File: src/logic/fes_pkg.sv
// Package with constants for the flash erase sequencer host controller
package fes_pkg;
  // Command interface codes and addresses
  localparam logic [7:0]  CMD_UNLOCK1    = 8'haa;
  localparam logic [7:0]  CMD_UNLOCK2    = 8'h55;
  localparam logic [19:0] ADDR_UNLOCK1   = 20'h05555;
  localparam logic [19:0] ADDR_UNLOCK2   = 20'h02aaa;
  localparam logic [7:0]  CMD_ERASE_SETUP = 8'h80;
  localparam logic [19:0] ADDR_SETUP     = 20'h05555;
  localparam logic [7:0]  CMD_BLOCK_CONF = 8'h30;
  localparam logic [7:0]  CMD_CHIP_CONF  = 8'h10;
  localparam logic [7:0]  CMD_SUSPEND    = 8'hb0;
  localparam logic [7:0]  CMD_READ_RESET = 8'hf0;
  // Status bit positions
  localparam int POS_POLL   = 7;
  localparam int POS_TOGGLE = 6;
  localparam int POS_FAIL   = 5;
  localparam int POS_TIMER  = 3;
  localparam int POS_TOG2   = 2;
  // Avalon register offsets (word addresses)
  localparam logic [2:0] REG_CTRL   = 3'h0;
  localparam logic [2:0] REG_ADDR   = 3'h1;
  localparam logic [2:0] REG_STATUS = 3'h2;
  localparam logic [2:0] REG_RDATA  = 3'h3;
  // Control register command field
  localparam logic [2:0] OP_BLOCK   = 3'h1;
  localparam logic [2:0] OP_ADDBLK  = 3'h2;
  localparam logic [2:0] OP_CHIP    = 3'h3;
  localparam logic [2:0] OP_SUSPEND = 3'h4;
  localparam logic [2:0] OP_RESET   = 3'h5;
  localparam logic [2:0] OP_READ    = 3'h6;
  // Bus timing: write pulse low, high, read access (ns)
  localparam int CLK_NS       = 10;
  localparam int T_WP_NS      = 65;
  localparam int T_WPH_NS     = 35;
  localparam int T_ACC_NS     = 150;
  localparam int T_WP_CYC     = (T_WP_NS + CLK_NS - 1) / CLK_NS;
  localparam int T_WPH_CYC    = (T_WPH_NS + CLK_NS - 1) / CLK_NS;
  localparam int T_ACC_CYC    = (T_ACC_NS + CLK_NS - 1) / CLK_NS;
  localparam int CNT_W        = 5;
  // Reset values
  localparam logic [19:0] RST_ADDR = 20'h00000;
  typedef enum logic [2:0] {FES_IDLE, FES_SETUP, FES_WLOW, FES_WHIGH, FES_RLOW, FES_DONE} fes_state_e;
endpackage : fes_pkg

File: src/logic/fes_host.sv
// Host controller that issues erase command sequences to a byte-wide flash
// Contract
// - Block erase: unlock, unlock, 80h at 5555h
// - Sixth write of block erase carries 30h
// - Host issues extra confirms before timeout
// - Failure state held until read/reset
// - Chip erase: six writes, 10h sixth
// - Suspend is single B0h write, block erase
module fes_host
  import fes_pkg::*;
(
  input  wire logic        sys_clk,
  input  wire logic        rst_n,
  // Avalon-MM slave
  input  wire logic [2:0]  avs_address,
  input  wire logic        avs_read,
  input  wire logic        avs_write,
  input  wire logic [31:0] avs_writedata,
  output logic [31:0]      avs_readdata,
  output logic             avs_waitrequest,
  // Flash pins
  output logic [19:0]      fl_addr,
  input  wire logic [7:0]  fl_dq_in,
  output logic [7:0]       fl_dq_out,
  output logic             fl_dq_oe,
  output logic             fl_chip_en_n,
  output logic             fl_write_en_n,
  output logic             fl_out_en_n,
  output logic             fl_reset_unprotect_pin_n,
  input  wire logic        fl_ready_busy_output
);

  // Sequence storage: up to six address/data writes per command
  logic [19:0]      seq_addr [6];
  logic [7:0]       seq_data [6];
  fes_state_e       state_r;
  logic [2:0]       idx_r;
  logic [2:0]       len_r;
  logic [CNT_W-1:0] cnt_r;
  logic [19:0]      blk_addr_r;
  logic [7:0]       rdata_r;
  logic             rd_op_r;
  logic [7:0]       dq_s1_r, dq_s2_r;
  logic             rb_s1_r, rb_s2_r;
  logic [19:0]      fl_addr_r;
  logic [7:0]       fl_dq_out_r;
  logic             oe_r, ce_n_r, we_n_r, re_n_r;
  logic [31:0]      avs_rd_r;
  logic             wait_r;
  logic             rp_n_r;
  logic             we_d_r;
  logic [2:0]       wr_seen_r;

  // Decode of the Avalon request; a write acts only on its acknowledge edge
  wire busy     = (state_r != FES_IDLE);
  wire ctrl_wr  = avs_write && !wait_r && avs_address == REG_CTRL && !busy;
  wire [2:0] op = avs_writedata[2:0];
  wire last_w   = (idx_r == len_r - 3'h1);
  wire cnt_done = (cnt_r == '0);

  // Command table: a full unlock sequence is built for every coded command
  function automatic logic [7:0] seq_byte(input logic [2:0] o, input logic [2:0] i);
    logic [7:0] b;
    b = 8'h00;
    case (i)
      3'h0: b = CMD_UNLOCK1;
      3'h1: b = CMD_UNLOCK2;
      3'h2: b = CMD_ERASE_SETUP;
      3'h3: b = CMD_UNLOCK1;
      3'h4: b = CMD_UNLOCK2;
      default: b = (o == OP_CHIP) ? CMD_CHIP_CONF : CMD_BLOCK_CONF;
    endcase
    return b;
  endfunction

  // Unlock cycles alternate between the two coded addresses
  function automatic logic [19:0] seq_adr(input logic [2:0] i, input logic [19:0] blk);
    logic [19:0] a;
    a = ADDR_UNLOCK1;
    case (i)
      3'h1, 3'h4: a = ADDR_UNLOCK2;
      3'h2:       a = ADDR_SETUP;
      3'h5:       a = blk;
      default:    a = ADDR_UNLOCK1;
    endcase
    return a;
  endfunction

  // Load a sequence on a control write; single cycles skip the unlock writes
  always_ff @(posedge sys_clk) begin
    if (ctrl_wr) begin
      for (int i = 0; i < 6; i++) begin
        seq_addr[i] <= seq_adr(3'(i), blk_addr_r);
        seq_data[i] <= seq_byte(op, 3'(i));
      end
      if (op == OP_ADDBLK) begin
        seq_addr[0] <= blk_addr_r; // Single write keeps inside the timeout
        seq_data[0] <= CMD_BLOCK_CONF;
      end else if (op == OP_SUSPEND) begin
        seq_addr[0] <= blk_addr_r;
        seq_data[0] <= CMD_SUSPEND;
      end else if (op == OP_RESET) begin
        seq_addr[0] <= blk_addr_r; // Read/reset leaves failed state
        seq_data[0] <= CMD_READ_RESET;
      end
    end
  end

  // Input pins pass two flops before use
  always_ff @(posedge sys_clk or negedge rst_n) begin
    if (!rst_n) begin
      dq_s1_r <= 8'h00;
      dq_s2_r <= 8'h00;
      rb_s1_r <= 1'b1;
      rb_s2_r <= 1'b1;
    end else begin
      dq_s1_r <= fl_dq_in;
      dq_s2_r <= dq_s1_r;
      rb_s1_r <= fl_ready_busy_output;
      rb_s2_r <= rb_s1_r;
    end
  end

  // Pin sequencer: write pulses, or one read cycle per command for status polling
  always_ff @(posedge sys_clk or negedge rst_n) begin
    if (!rst_n) begin
      state_r     <= FES_IDLE;
      idx_r       <= 3'h0;
      len_r       <= 3'h0;
      cnt_r       <= '0;
      rd_op_r     <= 1'b0;
      fl_addr_r   <= RST_ADDR;
      fl_dq_out_r <= 8'h00;
      oe_r        <= 1'b0;
      ce_n_r      <= 1'b1;
      we_n_r      <= 1'b1;
      re_n_r      <= 1'b1;
      rdata_r     <= 8'h00;
    end else begin
      case (state_r)
        FES_IDLE: begin
          if (ctrl_wr && op != 3'h0 && op != 3'h7) begin
            idx_r   <= 3'h0;
            rd_op_r <= (op == OP_READ);
            len_r   <= (op == OP_BLOCK || op == OP_CHIP) ? 3'h6 : 3'h1;
            state_r <= FES_SETUP;
          end
        end
        FES_SETUP: begin
          ce_n_r <= 1'b0;
          if (rd_op_r) begin
            fl_addr_r <= blk_addr_r; // Reads return status after sixth write
            re_n_r    <= 1'b0;
            cnt_r     <= CNT_W'(T_ACC_CYC + 2);
            state_r   <= FES_RLOW;
          end else begin
            fl_addr_r   <= seq_addr[idx_r];
            fl_dq_out_r <= seq_data[idx_r];
            oe_r        <= 1'b1;
            we_n_r      <= 1'b0;
            cnt_r       <= CNT_W'(T_WP_CYC - 1);
            state_r     <= FES_WLOW;
          end
        end
        FES_WLOW: begin
          cnt_r <= cnt_r - CNT_W'(1);
          if (cnt_done) begin
            we_n_r  <= 1'b1; // Data latched by the device on this rise
            cnt_r   <= CNT_W'(T_WPH_CYC - 1);
            state_r <= FES_WHIGH;
          end
        end
        FES_WHIGH: begin
          cnt_r <= cnt_r - CNT_W'(1);
          if (cnt_done) begin
            idx_r <= idx_r + 3'h1;
            if (last_w) begin
              state_r <= FES_DONE;
            end else begin
              fl_addr_r   <= seq_addr[idx_r + 3'h1];
              fl_dq_out_r <= seq_data[idx_r + 3'h1];
              we_n_r      <= 1'b0;
              cnt_r       <= CNT_W'(T_WP_CYC - 1);
              state_r     <= FES_WLOW;
            end
          end
        end
        FES_RLOW: begin
          cnt_r <= cnt_r - CNT_W'(1);
          if (cnt_done) begin
            rdata_r <= dq_s2_r; // Two flops of latency covered by the count
            re_n_r  <= 1'b1;
            state_r <= FES_DONE;
          end
        end
        FES_DONE: begin
          oe_r    <= 1'b0;
          ce_n_r  <= 1'b1;
          state_r <= FES_IDLE;
        end
        default: state_r <= FES_IDLE;
      endcase
    end
  end

  // Register file: block address and a bus slave with one wait cycle
  wire [31:0] status_word = {16'h0000, rdata_r, 4'h0, 2'b00, rb_s2_r, busy};
  always_ff @(posedge sys_clk or negedge rst_n) begin
    if (!rst_n) begin
      blk_addr_r <= RST_ADDR;
      avs_rd_r   <= 32'h0;
      wait_r     <= 1'b1;
    end else begin
      wait_r <= !(avs_read || avs_write) || !wait_r;
      if (avs_write && !wait_r && avs_address == REG_ADDR && !busy) begin
        blk_addr_r <= avs_writedata[19:0]; // Address carried by confirm
      end
      case (avs_address)
        REG_ADDR:   avs_rd_r <= {12'h000, blk_addr_r};
        REG_STATUS: avs_rd_r <= status_word;
        REG_RDATA:  avs_rd_r <= {24'h0, rdata_r};
        default:    avs_rd_r <= 32'h0;
      endcase
    end
  end

  assign avs_readdata             = avs_rd_r;
  assign avs_waitrequest          = wait_r;
  assign fl_addr                  = fl_addr_r;
  assign fl_dq_out                = fl_dq_out_r;
  assign fl_dq_oe                 = oe_r;
  assign fl_chip_en_n             = ce_n_r;
  assign fl_write_en_n            = we_n_r;
  assign fl_out_en_n              = re_n_r;
  assign fl_reset_unprotect_pin_n = rp_n_r;

  // Flash held in reset together with the controller, so both start clean
  always_ff @(posedge sys_clk or negedge rst_n) begin
    if (!rst_n) begin
      rp_n_r <= 1'b0;
    end else begin
      rp_n_r <= 1'b1;
    end
  end

  // Write pulses counted per chip-enable frame, checked when the frame closes
  always_ff @(posedge sys_clk or negedge rst_n) begin
    if (!rst_n) begin
      we_d_r    <= 1'b1;
      wr_seen_r <= 3'h0;
    end else begin
      we_d_r <= fl_write_en_n;
      if (fl_chip_en_n) begin
        wr_seen_r <= 3'h0;
      end else if (we_d_r && !fl_write_en_n) begin
        wr_seen_r <= wr_seen_r + 3'h1;
      end
    end
  end

  // Checks on the pin sequence
  AST_WE_PULSE: assert property (@(posedge sys_clk) disable iff (!rst_n)
    $fell(fl_write_en_n) |-> !fl_write_en_n [*7]) else $error("write pulse too short");
  AST_NO_RW: assert property (@(posedge sys_clk) disable iff (!rst_n)
    !(!fl_write_en_n && !fl_out_en_n)) else $error("read and write together");
  AST_OE_DATA: assert property (@(posedge sys_clk) disable iff (!rst_n)
    !fl_write_en_n |-> fl_dq_oe && !fl_chip_en_n) else $error("write without drive");
  AST_SIX: assert property (@(posedge sys_clk) disable iff (!rst_n)
    $rose(fl_chip_en_n) |-> wr_seen_r == (rd_op_r ? 3'h0 : len_r))
    else $error("sequence length wrong");
  AST_SETUP: assert property (@(posedge sys_clk) disable iff (!rst_n)
    ($fell(fl_write_en_n) && len_r == 3'h6 && idx_r == 3'h2) |->
    fl_dq_out == CMD_ERASE_SETUP && fl_addr == ADDR_SETUP) else $error("setup code wrong");
  AST_CONF: assert property (@(posedge sys_clk) disable iff (!rst_n)
    ($fell(fl_write_en_n) && len_r == 3'h6 && idx_r == 3'h5) |->
    (fl_dq_out == CMD_BLOCK_CONF || fl_dq_out == CMD_CHIP_CONF)) else $error("confirm code wrong");
  AST_STABLE: assert property (@(posedge sys_clk) disable iff (!rst_n)
    (!fl_write_en_n && !$fell(fl_write_en_n)) |-> $stable(fl_addr) && $stable(fl_dq_out))
    else $error("address moved during write");
  AST_HIGH: assert property (@(posedge sys_clk) disable iff (!rst_n)
    $rose(fl_write_en_n) |-> fl_write_en_n [*4]) else $error("write high too short");
  COV_SIX: cover property (@(posedge sys_clk) state_r == FES_WHIGH && len_r == 3'h6 && last_w && cnt_done);
  COV_ONE: cover property (@(posedge sys_clk) state_r == FES_WHIGH && len_r == 3'h1 && cnt_done);
  COV_READ: cover property (@(posedge sys_clk) state_r == FES_RLOW && cnt_done);

endmodule : fes_host

File: config.mk
export PLATFORM = sky130hd
export DESIGN_NAME = fes_host
export DESIGN_NICKNAME = d
export VERILOG_FILES = /design/src/logic/fes_pkg.sv /design/src/logic/fes_host.sv
export SDC_FILE = /design/constraint.sdc
export NUM_CORES = 1
export LEC_CHECK = 0
export ABC_AREA = 1
export BUFFER_PORTS_ARGS = -buffer_cell sky130_fd_sc_hd__buf_2
export CAP_MARGIN = 40
export CORE_MARGIN = 2
export CORE_UTILIZATION = 49
export CTS_BUF_LIST = sky130_fd_sc_hd__clkbuf_16
export DETAILED_ROUTE_END_ITERATION = 10
export HOLD_SLACK_MARGIN = 0.06
export PLACE_DENSITY = 0.68
export REMOVE_ABC_BUFFERS = 1
export SLEW_MARGIN = 10
export SYNTH_ARGS = -nofsm -noshare
export SYNTH_HDL_FRONTEND = slang
export SYNTH_SLANG_ARGS = --single-unit
export TNS_END_PERCENT = 50
File: constraint.sdc
create_clock -name sys_clk -period 2.9 [get_ports sys_clk]
set_input_delay 0.29 -clock sys_clk [delete_from_list [all_inputs] [get_ports sys_clk]]
set_output_delay 0.29 -clock sys_clk [all_outputs]
set_load 0.01 [all_outputs]
After elaboration in Yosys (flattened, before gate mapping)
Memories as Yosys holds them, arrays and structs flattened.
Index checks and enable logic that the tools add are counted.
Widths: inputs -> output; s select.
Operators by class
  add/sub/neg operators: 3
  $mul: 0
  divide/modulo/power cells: 0
  order comparisons: 0
  eq/ne operators: 23
  shifts and indexed selects: 0
  muxes and demuxes: 63
  bitwise operators: 6
  reductions and logical operators: 33
Operators by type and width (number)
  $mux 20: 9
  $mux 8: 10
  $pmux 20 s3: 1
  $pmux 20 s2: 1
  $mux 3: 9
  $mux 1: 20
  $mux 5: 4
  $pmux 5 s4: 1
  $eq 3x2->1 const B: 6
  $pmux 8 s2: 1
  $eq 3x3->1 const B: 5
  $pmux 3 s5: 1
  $ne 2x2->1 const B: 7
  $eq 3x1->1 const B: 3
  $reduce_and 3->1: 3
  $reduce_bool 3->1: 3
  $reduce_and 4->1: 2
  $reduce_bool 2->1: 4
  $logic_and 1x1->1: 7
  $logic_not 3->1: 2
  $mux 6: 1
  $or 1x1->1: 6
  $pmux 1 s2: 3
  $pmux 3 s2: 1
  other kinds (12): 18
Storage, ports and cells
  register bits: 127
  bits in latches: 0
  bits in writable memories: 168
  memory bits (read-only): 0
  input bits: 48
  output and inout bits: 66
  logic and storage cells: 150
  memories: 2
Memory list
  seq_addr: words 6, width 20, rd ports 2, clocked after Yosys merged registers in 0, write ports 6, line fes_host.sv:34  | logic [19:0] seq_addr [6];
  seq_data: words 6, width 8, rd ports 2, clocked after Yosys merged registers in 0, write ports 6, line fes_host.sv:35  | logic [7:0] seq_data [6];

Longest topological paths before layout
  depth in word-level cells: 9
  gate-level depth with buffers: 13
  depth with buffers taken out: 11

Worst setup path before layout
OpenSTA, ideal clock, no wires.
  kind: reg-to-reg
  from: register state_r[0]
  to: memory seq_addr[0][0], data pin
  arrival: 1.792 ns
  slack: 0.848 ns
  stages on the path, launching flop included: 9
  path buffers: 0
  period minus slack after synthesis: 2.052 ns
  cells stage by stage: dfrtp_1 > nor2_1 > nand2_1 > nor2_2 > nand2_2 > inv_2 > nand2_4 > inv_1 > nand2_1
RTL lines
  start: declaration: line fes_host.sv:36  | fes_state_e state_r;
  start signal: assignment: line fes_host.sv:127  | state_r <= FES_IDLE;
  start signal: assignment: line fes_host.sv:146  | state_r <= FES_SETUP;
  start signal: assignment: line fes_host.sv:155  | state_r <= FES_RLOW;
  end: declaration: line fes_host.sv:34

Final worst setup path
  from: register idx_r[0]
  to: register fl_dq_out_r[3], in the netlist fl_dq_out[3]
On the way
  longest elaborated chain between the ends: 5
  elaborated cells between the ends (all ways): 9
  those cells by class: 1 x add/sub; 2 x eq/ne; 4 x mux; 1 x reduce/logical; 1 x memory
RTL lines
  start: declaration: line fes_host.sv:37  | logic [2:0] idx_r;
  start signal: assignment: line fes_host.sv:176  | idx_r <= idx_r + 3'h1;
  $add 3x1->3: line fes_host.sv:181  | fl_dq_out_r <= seq_data[idx_r + 3'h1];
  $mem_v2 6x8
  $mux 8: line fes_host.sv:177  | if (last_w) begin
  $mux 8: line fes_host.sv:175  | if (cnt_done) begin
  $pmux 8 s2: line fes_host.sv:140  | case (state_r)
  end signal: assignment: line fes_host.sv:158  | fl_dq_out_r <= seq_data[idx_r];
  end signal: assignment: line fes_host.sv:181
  end: declaration: line fes_host.sv:46  | logic [7:0] fl_dq_out_r;
Several ways; a longest one is shown, not always the timed one. The select of a mux whose other input is x is not followed.
A chain may end at the register's enable or synchronous reset.

==> run metrics <==
layout cells sized above 1=17.1%; PostCTS Resize Cnt=0; Vias/cell=5.24; RSZ-0062 raised after global routing=no; DP HPWL=11.7 mm; synth top area cells=dfrtp_1 36%, edfxtp_1 18%, nand2_1 14%; Hold Buf Count CTS=12; TritonRoute pass-1 iters=4; warnings from Yosys=0; TNS Setup=0 ns; top-count cell post-synth=nand2_1; clk slew on worst S/H paths=0.06 ns; Cell variety after synth=39; Setup-failing EPs final=0; final hold vios=0; Critical path origin=idx_r[0]; Die Wd=127 um; CP Data Required Time=3.27 ns; sequential area share after synthesis=56.2%; full die area=16000 sq um; Max-slew headroom=51.5%; post-synth top area share=36.0%; Min Hold Slack=0.107 ns; die height=127 um; Post-Syn Area=7370 sq um; fmax=0.441 GHz; critical path endpoint=fl_dq_out[3]; Worst Reg-to-Reg Cells=9; Worst Skew=0.00706 ns; flop2flop setup slack=0.63 ns; # clock sinks=157; worst r2r src=idx_r[0]; H-tree levels=4; crit path DAT=2.64 ns; Site Rows=44; Lkg Pwr=4.30 nW; Nets=1012; WL final=17.4 mm; initial antenna violation count=0; Yosys top cell by area=dfrtp_1; post-route cell area=8620 sq um; routed vias=6063; Final period util=78.2%; global-route wire length before repair=28.6 mm; Tot Pwr=8.05 mW; critical path class=register to register; # IOs=114; critical path endpoint category=register; status=finished clean; worst reg2reg path endpoint=fl_dq_out[3]; Initial Utilization=50.3%; async set-reset flop share out of synthesis=71.3%; syn_area_per_cell=8.54 sq um; Tmin final=2.27 ns; P per Cell Area=933 nW/um^2; antenna fix cells=0; routed len/inst=15.1 um; pin count of the biggest net entering global routing=48; Yosys reg bits=157; gr usage total=22.8%; Post-CTS Setup Inserts=0; Post-Layout Cell Count=1156; total of max-cap violations=0; Post-synth top flop=dfrtp_1; Post-DP Area=7940 sq um; Max IR drop VDD=0.000444 V; synth cell count leaders=267 x nand2_1, 106 x dfrtp_1, 73 x inv_1; DRC violations left=0; CTS tree=done; Clock Path Buffers=2; initial DRC count=374; input/output buffers=89; number of global-route vias before repair=5544; grt total ovfl=0; Syn Inst Count=863; EDFF count, synth=43; fillers=1319; Crit Path Max Fanout=40; Num CTS Buffers=17; core outline area=14600 sq um; HP Class=input pin to register; Place WS=0.722 ns; RD Place Congestion=0.884; Worst setup SP type=register; Placed Cells=1112; Slew Viols, Final=0; worst setup margin=0.632 ns; area grow syn2layout=17.0%; CTS root buffer=clkbuf_16; clk_lat worst skew=0.43 ns; measured slew at the worst slew-check pin=0.725 ns; antenna-violating nets left=0; Post-Route Utilization=58.9%
## worst min-delay path by stage
stage,start,to,slack [ns],cells after the start
after global placement,dq_s1_r[4],dq_s2_r[4],0.33,0
after detailed placement,dq_s1_r[2],dq_s2_r[2],0.34,0
after CTS,avs_writedata[13],blk_addr_r[13],0.1,3
after global routing,avs_writedata[5],blk_addr_r[5],0.12,3
final,avs_writedata[18],blk_addr_r[18],0.11,3
after floorplan,rst_n,avs_readdata[0],-0.006,0
## worst max-delay path, cell delays in order, from the launching register on
cell     delay (ns)
dfrtp_1        0.36
buf_4          0.19
ha_1           0.24
inv_1          0.07
nand2_1        0.09
nand2_2        0.56
o21ai_0        0.30
o22ai_1        0.25
nand2_1        0.08
nand2_1        0.06
## cells in the final DEF, fill, tap and decap left out, types with 3 or more instances in the layout
master / instances
a21oi_1: 53
buf_2: 88
buf_4: 17
clkbuf_16: 18
clkinv_4: 3
conb_1: 13
dfrtp_1: 106
dfstp_2: 6
dlygate4sd3_1: 12
edfxtp_1: 43
ha_1: 5
inv_1: 74
inv_2: 4
inv_6: 8
nand2_1: 267
nand2_2: 6
nand3_1: 62
nand4_1: 6
nor2_1: 61
nor2_2: 5
nor3_1: 5
o21ai_0: 61
o21ai_1: 9
o22ai_1: 16
## power by group
part / switching [mW] / internal [mW] / total (mW) / leakage [nW]
sequential: 0.275 / 2.85 / 3.13 / 1.74
clock: 0.961 / 1.17 / 2.14 / 0.286
combinational: 1.81 / 0.971 / 2.78 / 2.27
## sequential cells by signal (all words and copies together) (netlist names), 5 cells and up
signal,cells
seq_addr,40
avs_readdata,20
blk_addr_r,20
fl_addr,20
dq_s1_r,8
dq_s2_r,8
rdata_r,8
fl_dq_out,6
cnt_r,5
seq_data,5
## per-layer routing
layer	up-vias	wire, um	track usage [%]
li1	2984	-	-
met1	2807	7950	33.2
met2	245	7820	34.5
met3	27	1340	4.39
met4	0	306	8.02
met5	-	0	0
## cell families (layout without fill, tap and decap cells)
group / after synthesis / after routing / synth area share, %
flip-flops: 157 / 157 / 56.2
AND/OR/NAND/NOR: 418 / 418 / 23.6
other: 2 / 13 / 0.102
XOR/XNOR: 2 / 2 / 0.238
buffers and inverters: 131 / 229 / 8.27
AO/OA/AOI/OAI: 148 / 148 / 10.8
adder cells (fa/ha/maj): 5 / 5 / 0.849
## cell type report
type                            instances  area, sq um  share of cell area, %
Tap cell                              184          230                   2.67
Timing Repair Buffer                  119          728                   8.44
Inverter                               78          293                   3.40
Sequential cell                       157         4140                   48.0
Clock buffer                           18          450                   5.22
Clock inverter                         14          118                   1.36
Multi-Input combinational cell        586         2660                   30.9
(Power assumes the default switching activity.)
